[src/core/bcb_pkg.sv]
// constants for the channel b break condition qualifier
package bcb_pkg;
    // register port geometry
    localparam int ADDR_W = 8;
    localparam int DATA_W = 32;
    localparam int SEL_W = 16;
    // register offsets (byte addresses, one word each)
    localparam logic [7:0] OFF_VALUE = 8'h00;
    localparam logic [7:0] OFF_MASK = 8'h04;
    localparam logic [7:0] OFF_SELECT = 8'h08;
    localparam logic [7:0] OFF_CONTROL = 8'h0c;
    localparam logic [7:0] OFF_STATUS = 8'h10;
    localparam logic [7:0] OFF_INT_MASK = 8'h14;
    // reset values
    localparam logic [31:0] RST_VALUE = 32'h0000_0000;
    localparam logic [31:0] RST_MASK = 32'h0000_0000;
    localparam logic [7:0] RST_SELECT = 8'h00;
    localparam logic [1:0] RST_FLAGS = 2'h0;
    // selector field positions (low bit of each two-bit field)
    localparam int SEL_MASTER_LO = 6;
    localparam int SEL_ACCESS_LO = 4;
    localparam int SEL_DIR_LO = 2;
    localparam int SEL_SIZE_LO = 0;
    // implemented selector width; bits above read as zero
    localparam int SEL_IMPL_W = 8;
    // control register: data compare enable position
    localparam int CTL_DATA_EN_BIT = 7;
    // status / interrupt mask layout
    localparam int ST_CPU_BIT = 0;
    localparam int ST_DMA_BIT = 1;
    // two-bit field codes
    localparam logic [1:0] FLD_OFF = 2'h0;
    localparam logic [1:0] FLD_A = 2'h1;
    localparam logic [1:0] FLD_B = 2'h2;
    localparam logic [1:0] FLD_BOTH = 2'h3;
    // operand size codes on the watched bus
    localparam logic [1:0] SZ_BYTE = 2'h1;
    localparam logic [1:0] SZ_WORD = 2'h2;
    localparam logic [1:0] SZ_LONG = 2'h3;
endpackage

[src/core/bcb_top.sv]
// channel b break condition qualifier: data compare plus bus cycle selector
//
// Overview of operation
// - 32-bit break data value, resets to zero
// - 32-bit break data mask, resets to zero
// - mask bit 1 excludes that bit
// - 16-bit cycle selector, resets to zero
// - selector bits 15..8 read zero
// - master field: off, cpu, dma
// - access field: off, fetch, data, either
// - direction field: off, read, write, both
// - size field: any, byte, word, long
// - data compare only when enable bit set
//
// register map, one 32-bit word per offset, whole words only:
// value, mask, cycle selector, control, status, interrupt mask
// the selector keeps only its low byte; the upper byte has no flops,
// so a write there is dropped and a read always returns zero
// status flags are sticky and cleared by writing ones to them
// the data compare runs over all 32 bits whatever the size field says;
// keeping the byte lanes consistent is left to software, which saves
// a lane selector in front of the compare
// every qualifier field of 00 is simply not checked
//
// Chosen here: the placing of the registers and the strobed register port.
`timescale 1ns/10ps
`default_nettype none

module bcb_top
    import bcb_pkg::*;
(
    input wire logic mclk_in, // system clock, 50 mhz
    input wire logic rst_b_in, // power-on reset, active low
    // register port
    input wire logic [bcb_pkg::ADDR_W-1:0] reg_addr_in, // byte address
    input wire logic [bcb_pkg::DATA_W-1:0] reg_wdata_in, // write data
    input wire logic reg_wr_in, // write strobe
    input wire logic reg_rd_in, // read strobe
    output logic [bcb_pkg::DATA_W-1:0] reg_rdata_out, // read data, next cycle
    // watched internal bus cycle
    input wire logic bus_valid_in, // one cycle per bus access
    input wire logic bus_dma_in, // 1 dma master, 0 cpu
    input wire logic bus_fetch_in, // 1 instruction fetch, 0 data
    input wire logic bus_write_in, // 1 write, 0 read
    input wire logic [1:0] bus_size_in, // 01 byte, 10 word, 11 long
    input wire logic [bcb_pkg::DATA_W-1:0] bus_data_in, // data bus value
    // results
    output logic match_out, // one-cycle pulse on a hit
    output logic match_dma_out, // master of the hit, 1 dma
    output logic irq_out // level, unmasked flag set
);
    import bcb_pkg::*;

    // registers seen by software
    logic [DATA_W-1:0] value_reg; // compare value
    logic [DATA_W-1:0] mask_reg; // compare mask
    logic [SEL_IMPL_W-1:0] select_reg; // cycle selector, low byte
    logic data_en_reg; // data compare enable
    logic [1:0] status_reg; // sticky hit flags
    logic [1:0] status_next; // flags after this cycle
    logic [1:0] int_mask_reg; // interrupt enables
    logic [1:0] int_mask_next; // enables after this cycle
    // output flops
    logic [DATA_W-1:0] rdata_reg; // read data
    logic match_reg; // hit pulse
    logic match_dma_reg; // hit master
    logic irq_reg; // interrupt level
    // decode terms
    logic wr_value; // write to value
    logic wr_mask; // write to mask
    logic wr_select; // write to selector
    logic wr_control; // write to control
    logic wr_status; // write-one-to-clear status
    logic wr_int_mask; // write to interrupt mask
    // condition terms
    logic hit_master; // master qualifier met
    logic hit_access; // access type qualifier met
    logic hit_dir; // direction qualifier met
    logic hit_size; // size qualifier met
    logic hit_data; // data qualifier met
    logic hit; // complete condition this cycle
    logic [1:0] hit_flags; // per-master event bits

    // two-bit field where 00 means the qualifier is not checked;
    // 01 selects side a, 10 side b, 11 either side
    function automatic logic pair_hit(
        input logic [1:0] fld,
        input logic side_a,
        input logic side_b
    );
        logic res;
        res = 1'b1;
        case (fld)
            FLD_OFF: res = 1'b1; // not compared
            FLD_A: res = side_a;
            FLD_B: res = side_b;
            FLD_BOTH: res = side_a | side_b;
            default: res = 1'b1;
        endcase
        return res;
    endfunction

    // two-bit field picked out of the selector
    function automatic logic [1:0] sel_field(
        input logic [SEL_IMPL_W-1:0] sel,
        input int lo
    );
        logic [1:0] f;
        f = sel[lo +: 2];
        return f;
    endfunction

    // address decode for writes
    always_comb
    begin
        wr_value = reg_wr_in && (reg_addr_in == OFF_VALUE);
        wr_mask = reg_wr_in && (reg_addr_in == OFF_MASK);
        wr_select = reg_wr_in && (reg_addr_in == OFF_SELECT);
        wr_control = reg_wr_in && (reg_addr_in == OFF_CONTROL);
        wr_status = reg_wr_in && (reg_addr_in == OFF_STATUS);
        wr_int_mask = reg_wr_in && (reg_addr_in == OFF_INT_MASK);
    end

    // compare value register
    always_ff @(posedge mclk_in or negedge rst_b_in)
    begin
        if (!rst_b_in)
        begin
            value_reg <= RST_VALUE;
        end
        else if (wr_value)
        begin
            value_reg <= reg_wdata_in;
        end
    end

    // compare mask register
    always_ff @(posedge mclk_in or negedge rst_b_in)
    begin
        if (!rst_b_in)
        begin
            mask_reg <= RST_MASK;
        end
        else if (wr_mask)
        begin
            mask_reg <= reg_wdata_in;
        end
    end

    // selector: only the low byte is stored, the upper byte has no flops
    always_ff @(posedge mclk_in or negedge rst_b_in)
    begin
        if (!rst_b_in)
        begin
            select_reg <= RST_SELECT;
        end
        else if (wr_select)
        begin
            select_reg <= reg_wdata_in[SEL_IMPL_W-1:0];
        end
    end

    // control: data compare enable
    always_ff @(posedge mclk_in or negedge rst_b_in)
    begin
        if (!rst_b_in)
        begin
            data_en_reg <= 1'b0;
        end
        else if (wr_control)
        begin
            data_en_reg <= reg_wdata_in[CTL_DATA_EN_BIT];
        end
    end

    // interrupt mask
    always_ff @(posedge mclk_in or negedge rst_b_in)
    begin
        if (!rst_b_in)
        begin
            int_mask_reg <= RST_FLAGS;
        end
        else if (wr_int_mask)
        begin
            int_mask_reg <= reg_wdata_in[1:0];
        end
    end

    // interrupt enables after this cycle, so a mask write and the level
    // it implies land on the same edge, as the status flags do
    always_comb
    begin
        int_mask_next = int_mask_reg;
        if (wr_int_mask)
        begin
            int_mask_next = reg_wdata_in[1:0];
        end
    end

    // cycle qualifiers; bus inputs come from logic on this clock
    // no synchronisers here: the watched bus shares this clock, and extra
    // flops would shift every match by a cycle against its bus cycle
    always_comb
    begin
        // x1 selects cpu, 10 selects dma
        case (sel_field(select_reg, SEL_MASTER_LO))
            FLD_OFF: hit_master = 1'b1;
            FLD_B: hit_master = bus_dma_in;
            default: hit_master = !bus_dma_in;
        endcase
        hit_access = pair_hit(sel_field(select_reg, SEL_ACCESS_LO),
                              bus_fetch_in, !bus_fetch_in);
        hit_dir = pair_hit(sel_field(select_reg, SEL_DIR_LO),
                           !bus_write_in, bus_write_in);
        // 00 ignores size, otherwise the code must equal the access size
        if (sel_field(select_reg, SEL_SIZE_LO) == FLD_OFF)
        begin
            hit_size = 1'b1;
        end
        else
        begin
            hit_size = (sel_field(select_reg, SEL_SIZE_LO) == bus_size_in);
        end
    end

    // data qualifier: masked bits are forced equal; software keeps a
    // size selected and the byte replicated, the compare does not check that
    // a set mask bit always agrees, so an all-ones mask passes any data
    always_comb
    begin
        if (data_en_reg)
        begin
            hit_data = &(~(value_reg ^ bus_data_in) | mask_reg);
        end
        else
        begin
            hit_data = 1'b1;
        end
    end

    // full condition and the event it raises
    always_comb
    begin
        hit = bus_valid_in && hit_master && hit_access
              && hit_dir && hit_size && hit_data;
        hit_flags = 2'b00;
        hit_flags[ST_CPU_BIT] = hit && !bus_dma_in;
        hit_flags[ST_DMA_BIT] = hit && bus_dma_in;
    end

    // a clear racing a new hit must not lose the hit, or a break is hidden
    // sticky flags: a new hit wins over a write-one clear in the same cycle
    always_comb
    begin
        status_next = status_reg;
        if (wr_status)
        begin
            status_next = status_reg & ~reg_wdata_in[1:0];
        end
        status_next = status_next | hit_flags;
    end

    // status register
    always_ff @(posedge mclk_in or negedge rst_b_in)
    begin
        if (!rst_b_in)
        begin
            status_reg <= RST_FLAGS;
        end
        else
        begin
            status_reg <= status_next;
        end
    end

    // interrupt level follows the flags with no extra cycle of delay
    always_ff @(posedge mclk_in or negedge rst_b_in)
    begin
        if (!rst_b_in)
        begin
            irq_reg <= 1'b0;
        end
        else
        begin
            irq_reg <= |(status_next & int_mask_next);
        end
    end

    // hit pulse, one cycle after the bus cycle
    // the master flag is gated by the hit so it never stands alone
    always_ff @(posedge mclk_in or negedge rst_b_in)
    begin
        if (!rst_b_in)
        begin
            match_reg <= 1'b0;
            match_dma_reg <= 1'b0;
        end
        else
        begin
            match_reg <= hit;
            match_dma_reg <= hit && bus_dma_in;
        end
    end

    // read data; unmapped or idle cycles return zero
    always_ff @(posedge mclk_in or negedge rst_b_in)
    begin
        if (!rst_b_in)
        begin
            rdata_reg <= '0;
        end
        else if (reg_rd_in)
        begin
            case (reg_addr_in)
                OFF_VALUE: rdata_reg <= value_reg;
                OFF_MASK: rdata_reg <= mask_reg;
                // upper selector bits have no storage and read zero
                OFF_SELECT: rdata_reg <= {24'h00_0000, select_reg};
                OFF_CONTROL: rdata_reg <= {24'h00_0000, data_en_reg, 7'h00};
                OFF_STATUS: rdata_reg <= {30'h0000_0000, status_reg};
                OFF_INT_MASK: rdata_reg <= {30'h0000_0000, int_mask_reg};
                default: rdata_reg <= '0;
            endcase
        end
        else
        begin
            // data stands only in the cycle after the strobe
            rdata_reg <= '0;
        end
    end

    // outputs come straight from flops
    assign reg_rdata_out = rdata_reg;
    assign match_out = match_reg;
    assign match_dma_out = match_dma_reg;
    assign irq_out = irq_reg;

endmodule

`default_nettype wire

[config.mk]
export PLATFORM = sky130hd
export DESIGN_NAME = bcb_top
export DESIGN_NICKNAME = d
export VERILOG_FILES = /design/src/core/bcb_pkg.sv /design/src/core/bcb_top.sv
export SDC_FILE = /design/constraint.sdc
export NUM_CORES = 1
export LEC_CHECK = 0
export BUFFER_PORTS_ARGS = -buffer_cell sky130_fd_sc_hd__buf_2
export CORE_MARGIN = 4
export CORE_UTILIZATION = 30
export DETAILED_ROUTE_END_ITERATION = 8
export GPL_ROUTABILITY_DRIVEN = 1
export GPL_TIMING_DRIVEN = 0
export PLACE_DENSITY_LB_ADDON = 0.08
export SLEW_MARGIN = 20
export SYNTH_ARGS = -nofsm -noshare
export SYNTH_HDL_FRONTEND = slang
export SYNTH_SLANG_ARGS = --single-unit
export TNS_END_PERCENT = 50
[constraint.sdc]
create_clock -name mclk_in -period 3 [get_ports mclk_in]
set_input_delay 0.6 -clock mclk_in [delete_from_list [all_inputs] [get_ports mclk_in]]
set_output_delay 0.6 -clock mclk_in [all_outputs]
set_load 0.005 [all_outputs]
* After elaboration in Yosys (flattened, before gate mapping)
Index checks and enable logic that the tools add are counted.
** Word-level totals
- Memories kept :: 0
- Memory bits (writable) :: 0
- Output and inout port bits :: 35
- Flip-flop bits (word level) :: 112
- Logic and storage cells :: 64
- ROM bits :: 0
- Bits of input ports :: 82
- Latch bits :: 0
** Operators by class
- Div/mod/pow operators :: 0
- $mul :: 0
- Reduce and logical (&&, ||, !) cells :: 25
- Shift operators :: 0
- Add/sub/neg operators :: 0
- Magnitude comparators :: 0
- Bitwise gates (word level) :: 7
- Equality and inequality tests :: 13
- Muxes and demuxes :: 9
** Operator list (count)
- $pmux 32 s6 :: 1
- $mux 32 :: 1
- $not 32->32 :: 1
- $or 32x32->32 :: 1
- $reduce_and 32->1 :: 1
- $xor 32x32->32 :: 1
- $eq 8x4->1 const B :: 2
- $eq 8x5->1 const B :: 2
- $logic_and 1x1->1 :: 13
- $eq 2x2->1 const B :: 5
- $eq 8x3->1 const B :: 1
- $logic_not 2->1 :: 4
- $logic_not 8->1 :: 1
- $pmux 1 s3 :: 2
- $reduce_or 2->1 :: 3
- $and 2x2->2 :: 2
- $eq 2x1->1 const B :: 2
- $mux 2 :: 2
- $logic_not 1->1 :: 3
- $eq 2x2->1 :: 1
- $mux 1 :: 2
- $not 2->2 :: 1
- $or 2x2->2 :: 1
- $pmux 1 s2 :: 1

* Longest topological paths before layout
- Depth after elaboration :: 11
- Depth in mapped cells :: 7

* Worst setup path after synthesis
OpenSTA, ideal clock, no wires.
- Path kind :: input-to-reg
- From :: in reg_addr_in[7] in the netlist's numbering
- To :: reg mask_reg[10]
- Buffers on the path :: 1
- Setup time :: 0.128 ns
- Stages on the path :: 6
- Slack :: 0.917 ns
- Data arrival time :: 1.955 ns
- Data required time :: 2.872 ns
- Cell sequence :: nor3_4 -> nand2_2 -> nor4b_4 -> nand2_2 -> buf_2 -> mux2_1
** Between the ends
- Longest elaborated chain between the ends :: 2
** RTL lines
- start: declaration :: RTL line bcb_top.sv:35 : input wire logic [bcb_pkg::ADDR_W-1:0] reg_addr_in,
- $eq 8x3->1 :: RTL line bcb_top.sv:117 : wr_mask = reg_wr_in && (reg_addr_in == OFF_MASK);
- $logic_and 1x1->1 :: RTL line bcb_top.sv:117
- end signal: assignment :: RTL line bcb_top.sv:146 : mask_reg <= reg_wdata_in;
- end: declaration :: RTL line bcb_top.sv:56 : logic [DATA_W-1:0] mask_reg;
Every way passes these cells.
A chain may end at the register's enable or synchronous reset.

* Worst setup path in the final report
- From :: in reg_addr_in[7] in the netlist's numbering
- To :: reg rdata_reg[16] (netlist: reg_rdata_out[16])
** Between the ends
- Longest elaborated chain between the ends :: 3
** RTL lines
- $eq 8x5->1, or another cell as far along :: RTL line bcb_top.sv:314 : case (reg_addr_in)
- $pmux 32 s6 (*) :: RTL line bcb_top.sv:314
- $mux 32 (*) :: RTL line bcb_top.sv:312 : else if (reg_rd_in)
- end signal: assignment :: RTL line bcb_top.sv:315 : OFF_VALUE: rdata_reg <= value_reg;
- end signal: assignment :: RTL line bcb_top.sv:316 : OFF_MASK: rdata_reg <= mask_reg;
- end signal: assignment :: RTL line bcb_top.sv:318 : OFF_SELECT: rdata_reg <= {24'h00_0000, select_reg};
- end: declaration :: RTL line bcb_top.sv:64 : logic [DATA_W-1:0] rdata_reg;
Every way passes the cells marked *; elsewhere a longest branch is shown, timed or not.

==> results.md <==
- Synthesized flop and latch total: between 100 and 150
- Total number of vias: between 3000 and 4000
- GP Congestion: approximately 0.75
- Netlist cell types: 41
- Layout cells sized above 1: 35.97%
- Initial DRC count: 207
- Worst Setup SP: reg_addr_in[7]
- WL/cell: about 19 um
- Synth area leaders: dfrtp_1, mux2_2, mux2_1, xnor2_1, a22oi_1
- Endpoints failing hold: 0
- Mapped cell area: 0.005064 mm^2
- LEAKAGE: just under 3 nW
- Nets: between 600 and 700
- YS warnings: 0
- CTS Sinks: between 100 and 150
- Peak supply drop: 0.2668 mV
- Area share of the largest cell type after synthesis: between 50 and 60%
- Area delta synth->final: 23.50%
- Dpl ws: between 0.3 and 0.4 ns
- Filler cell count: roughly 1700
- Vias per inst: about 4.8
- CTS root buf: clkbuf_16
- Worst skew pair latency: about 0.36 ns
- GRT Total Usage: between 10% and 20%
- Ys async rst share: 100.0%
- Arr. time, crit path: 2.58 ns
- Rel. slew slack: a little over a third
- Resized Gates After CTS: 0
- Dpl hpwl: approximately 11000 um
- Overall power: approximately 0.0032 W
- Max Buffers Root-to-Sink: 2
- Synth area leader: dfrtp_1
- Post-synth EDFFs: 0
- Largest net degree at the start of global routing: 62
- Reg2reg start: select_reg[2]$_DFFE_PN0P_
- Count of input and output buffers: approximately 110
- Final core occ: 37.71%
- CTS tree: yes
- RSZ-0062 raised after global routing: no
- First-pass GRT wire length: roughly 22000 um
- Fmax: between 400 and 500 MHz
- Final WL: approximately 15000 um
- H-Tree Level Count: 3
- Die area: about 0.019 mm^2
- Initial Utilization: 30.53%
- Sum of negative setup slack: 0 ns
- Core Area: 0.01658 mm^2
- Number of setup buffers added after CTS: 0
- Post-synth top flop: dfrtp_1
- Required @ worst endpoint: 3.28 ns
- Net Count, Synth: a little under 500
- Final setup vio count: 0
- Die height: 137.9 um
- Kind of critical path: primary input to flip-flop
- Io pins: about 120
- Pwr Density: 510.1 mW/mm^2
- Max Cap Viol: 0
- Class of the worst hold path: primary input to asynchronous set/reset pin
- DR DRC count: 0
- Detail Route Antenna Nets: 0
- Vias in the first global route: 3917
- Non-filler cells in the finished layout: ~750
- Worst-Margin Slew: 0.9481 ns
- Reg clk slew, reported paths: 0.07 ns
- GRT overflow: 0
- CP Capture Type: flip-flop
- FP Rows: 47
- Sequential area share after synthesis: between 50% and 60%
- Dpl cells: 735
- TritonCTS buffer count: 9
- Synthesized instance count: ~400
- Fin crit share: 76.72%
- Startpoint types: primary input
- Max FO, Critical Path: 10
- Slew Limit Fails: 0
- Final min period: between 2 and 2.5 ns
- Status: complete, no violations
- Clock skew after layout: 0.008126 ns
- CTS Hold Buffers Added: 0
- Syn avg cell area: 12.60 um^2
- Post-route setup slack: approximately 0.70 ns
- DRT Pass-1 Iters: 4
- Initial antenna violation count: 0
- Die X: 137.9 um
metal layers:
layer	track usage, %	up-vias	routed length [um]
met2	25.19	107	6897
li1	-	1715	-
met1	22.09	1814	6637
met3	4.209	10	879
met4	3.952	0	136
met5	0	-	0
cells in the final DEF (no fill, tap or decap), types with 3 or more instances in the layout:
cell,n
nand2_1,15
dfrtp_1,112
clkbuf_16,9
clkinv_2,3
nand4_1,5
nor4_1,5
clkbuf_1,12
ha_1,4
nor2_1,30
o22ai_1,16
buf_2,118
nand3_1,5
a21oi_1,8
nor3_1,3
xnor2_1,32
inv_1,6
mux2_2,46
a21boi_0,3
nand2b_1,3
mux2_1,30
a22oi_1,29
area by class of cell:
| cell class | instances | area, um^2 | share of cell area [%] |
|---|---|---|---|
| Sequential cell | 112 | 2803 | 44.82 |
| Timing Repair Buffer | 113 | 594.3 | 9.504 |
| Multi-Input combinational cell | 264 | 2153 | 34.43 |
| Clock buffer | 9 | 225.2 | 3.601 |
| Tap cell | 220 | 275.3 | 4.402 |
| Buffer | 20 | 85.08 | 1.361 |
| Clock inverter | 7 | 92.59 | 1.481 |
| Antenna cell | 1 | 2.502 | 0.04002 |
| Inverter | 6 | 22.52 | 0.3601 |
critical path: stages:
cell and delay (ns):
buf_2 0.12, nor3_4 0.33, nand2_2 0.15, nor4b_4 0.37
clkbuf_1 0.67, a22oi_1 0.19, nor2_1 0.14
through the flow:
stage,cell area (um^2),hold slack (ns)
finish,6254,0.1916
CTS,6251,0.2015
global placement,5899,0.5026
floorplan,5064,0.3044
global route,6251,0.2168
detailed placement,5933,0.5086
Yosys cell counts, types with 3 or more instances:
cell type	count
inv_1	6
a21boi_0	3
ha_1	4
dfrtp_1	112
nand3_1	5
nand2b_1	3
nor3_1	3
o22ai_1	16
nor2_1	30
xnor2_1	32
nand4_1	5
nor4_1	5
mux2_1	30
mux2_2	46
a22oi_1	29
nand2_1	15
buf_2	7
clkbuf_1	12
a21oi_1	8
worst paths after layout:
kind                       slack (ns)                     endpoint  cells past startpoint
setup / recovery                 0.70  reg_rdata_out[16]$_DFF_PN0_                      7
hold / removal                   0.19    int_mask_reg[0]$_DFF_PN0_                      1
setup reg to reg                 0.97      status_reg[0]$_DFF_PN0_                      6
hold reg to reg                  0.51      match_dma_out$_DFF_PN0_                      1
max in group asynchronous        2.12      mask_reg[8]$_DFFE_PN0P_                      2
min in group mclk_in             0.47     mask_reg[14]$_DFFE_PN0P_                      2
kinds of logic (layout without fill, tap and decap cells):
logic type / count (synthesis) / after routing / synth area share [%]
flops: 112 / 112 / 55.35
mux: 79 / 79 / 17.74
simple gates: 79 / 79 / 8.450
compound gates: 70 / 70 / 9.810
xor+xnor: 32 / 32 / 5.535
buf+inv: 26 / 155 / 2.125
fa+ha+maj: 4 / 4 / 0.9884
other cells: 0 / 1 / 0
report_power, final:
part	internal, W	switching [W]
Sequential	0.00156	0.0000443
Clock	0.000735	0.000570
Combinational	0.000137	0.000142
Total	0.00243	0.000757
Power figures use the tool's default switching activity.
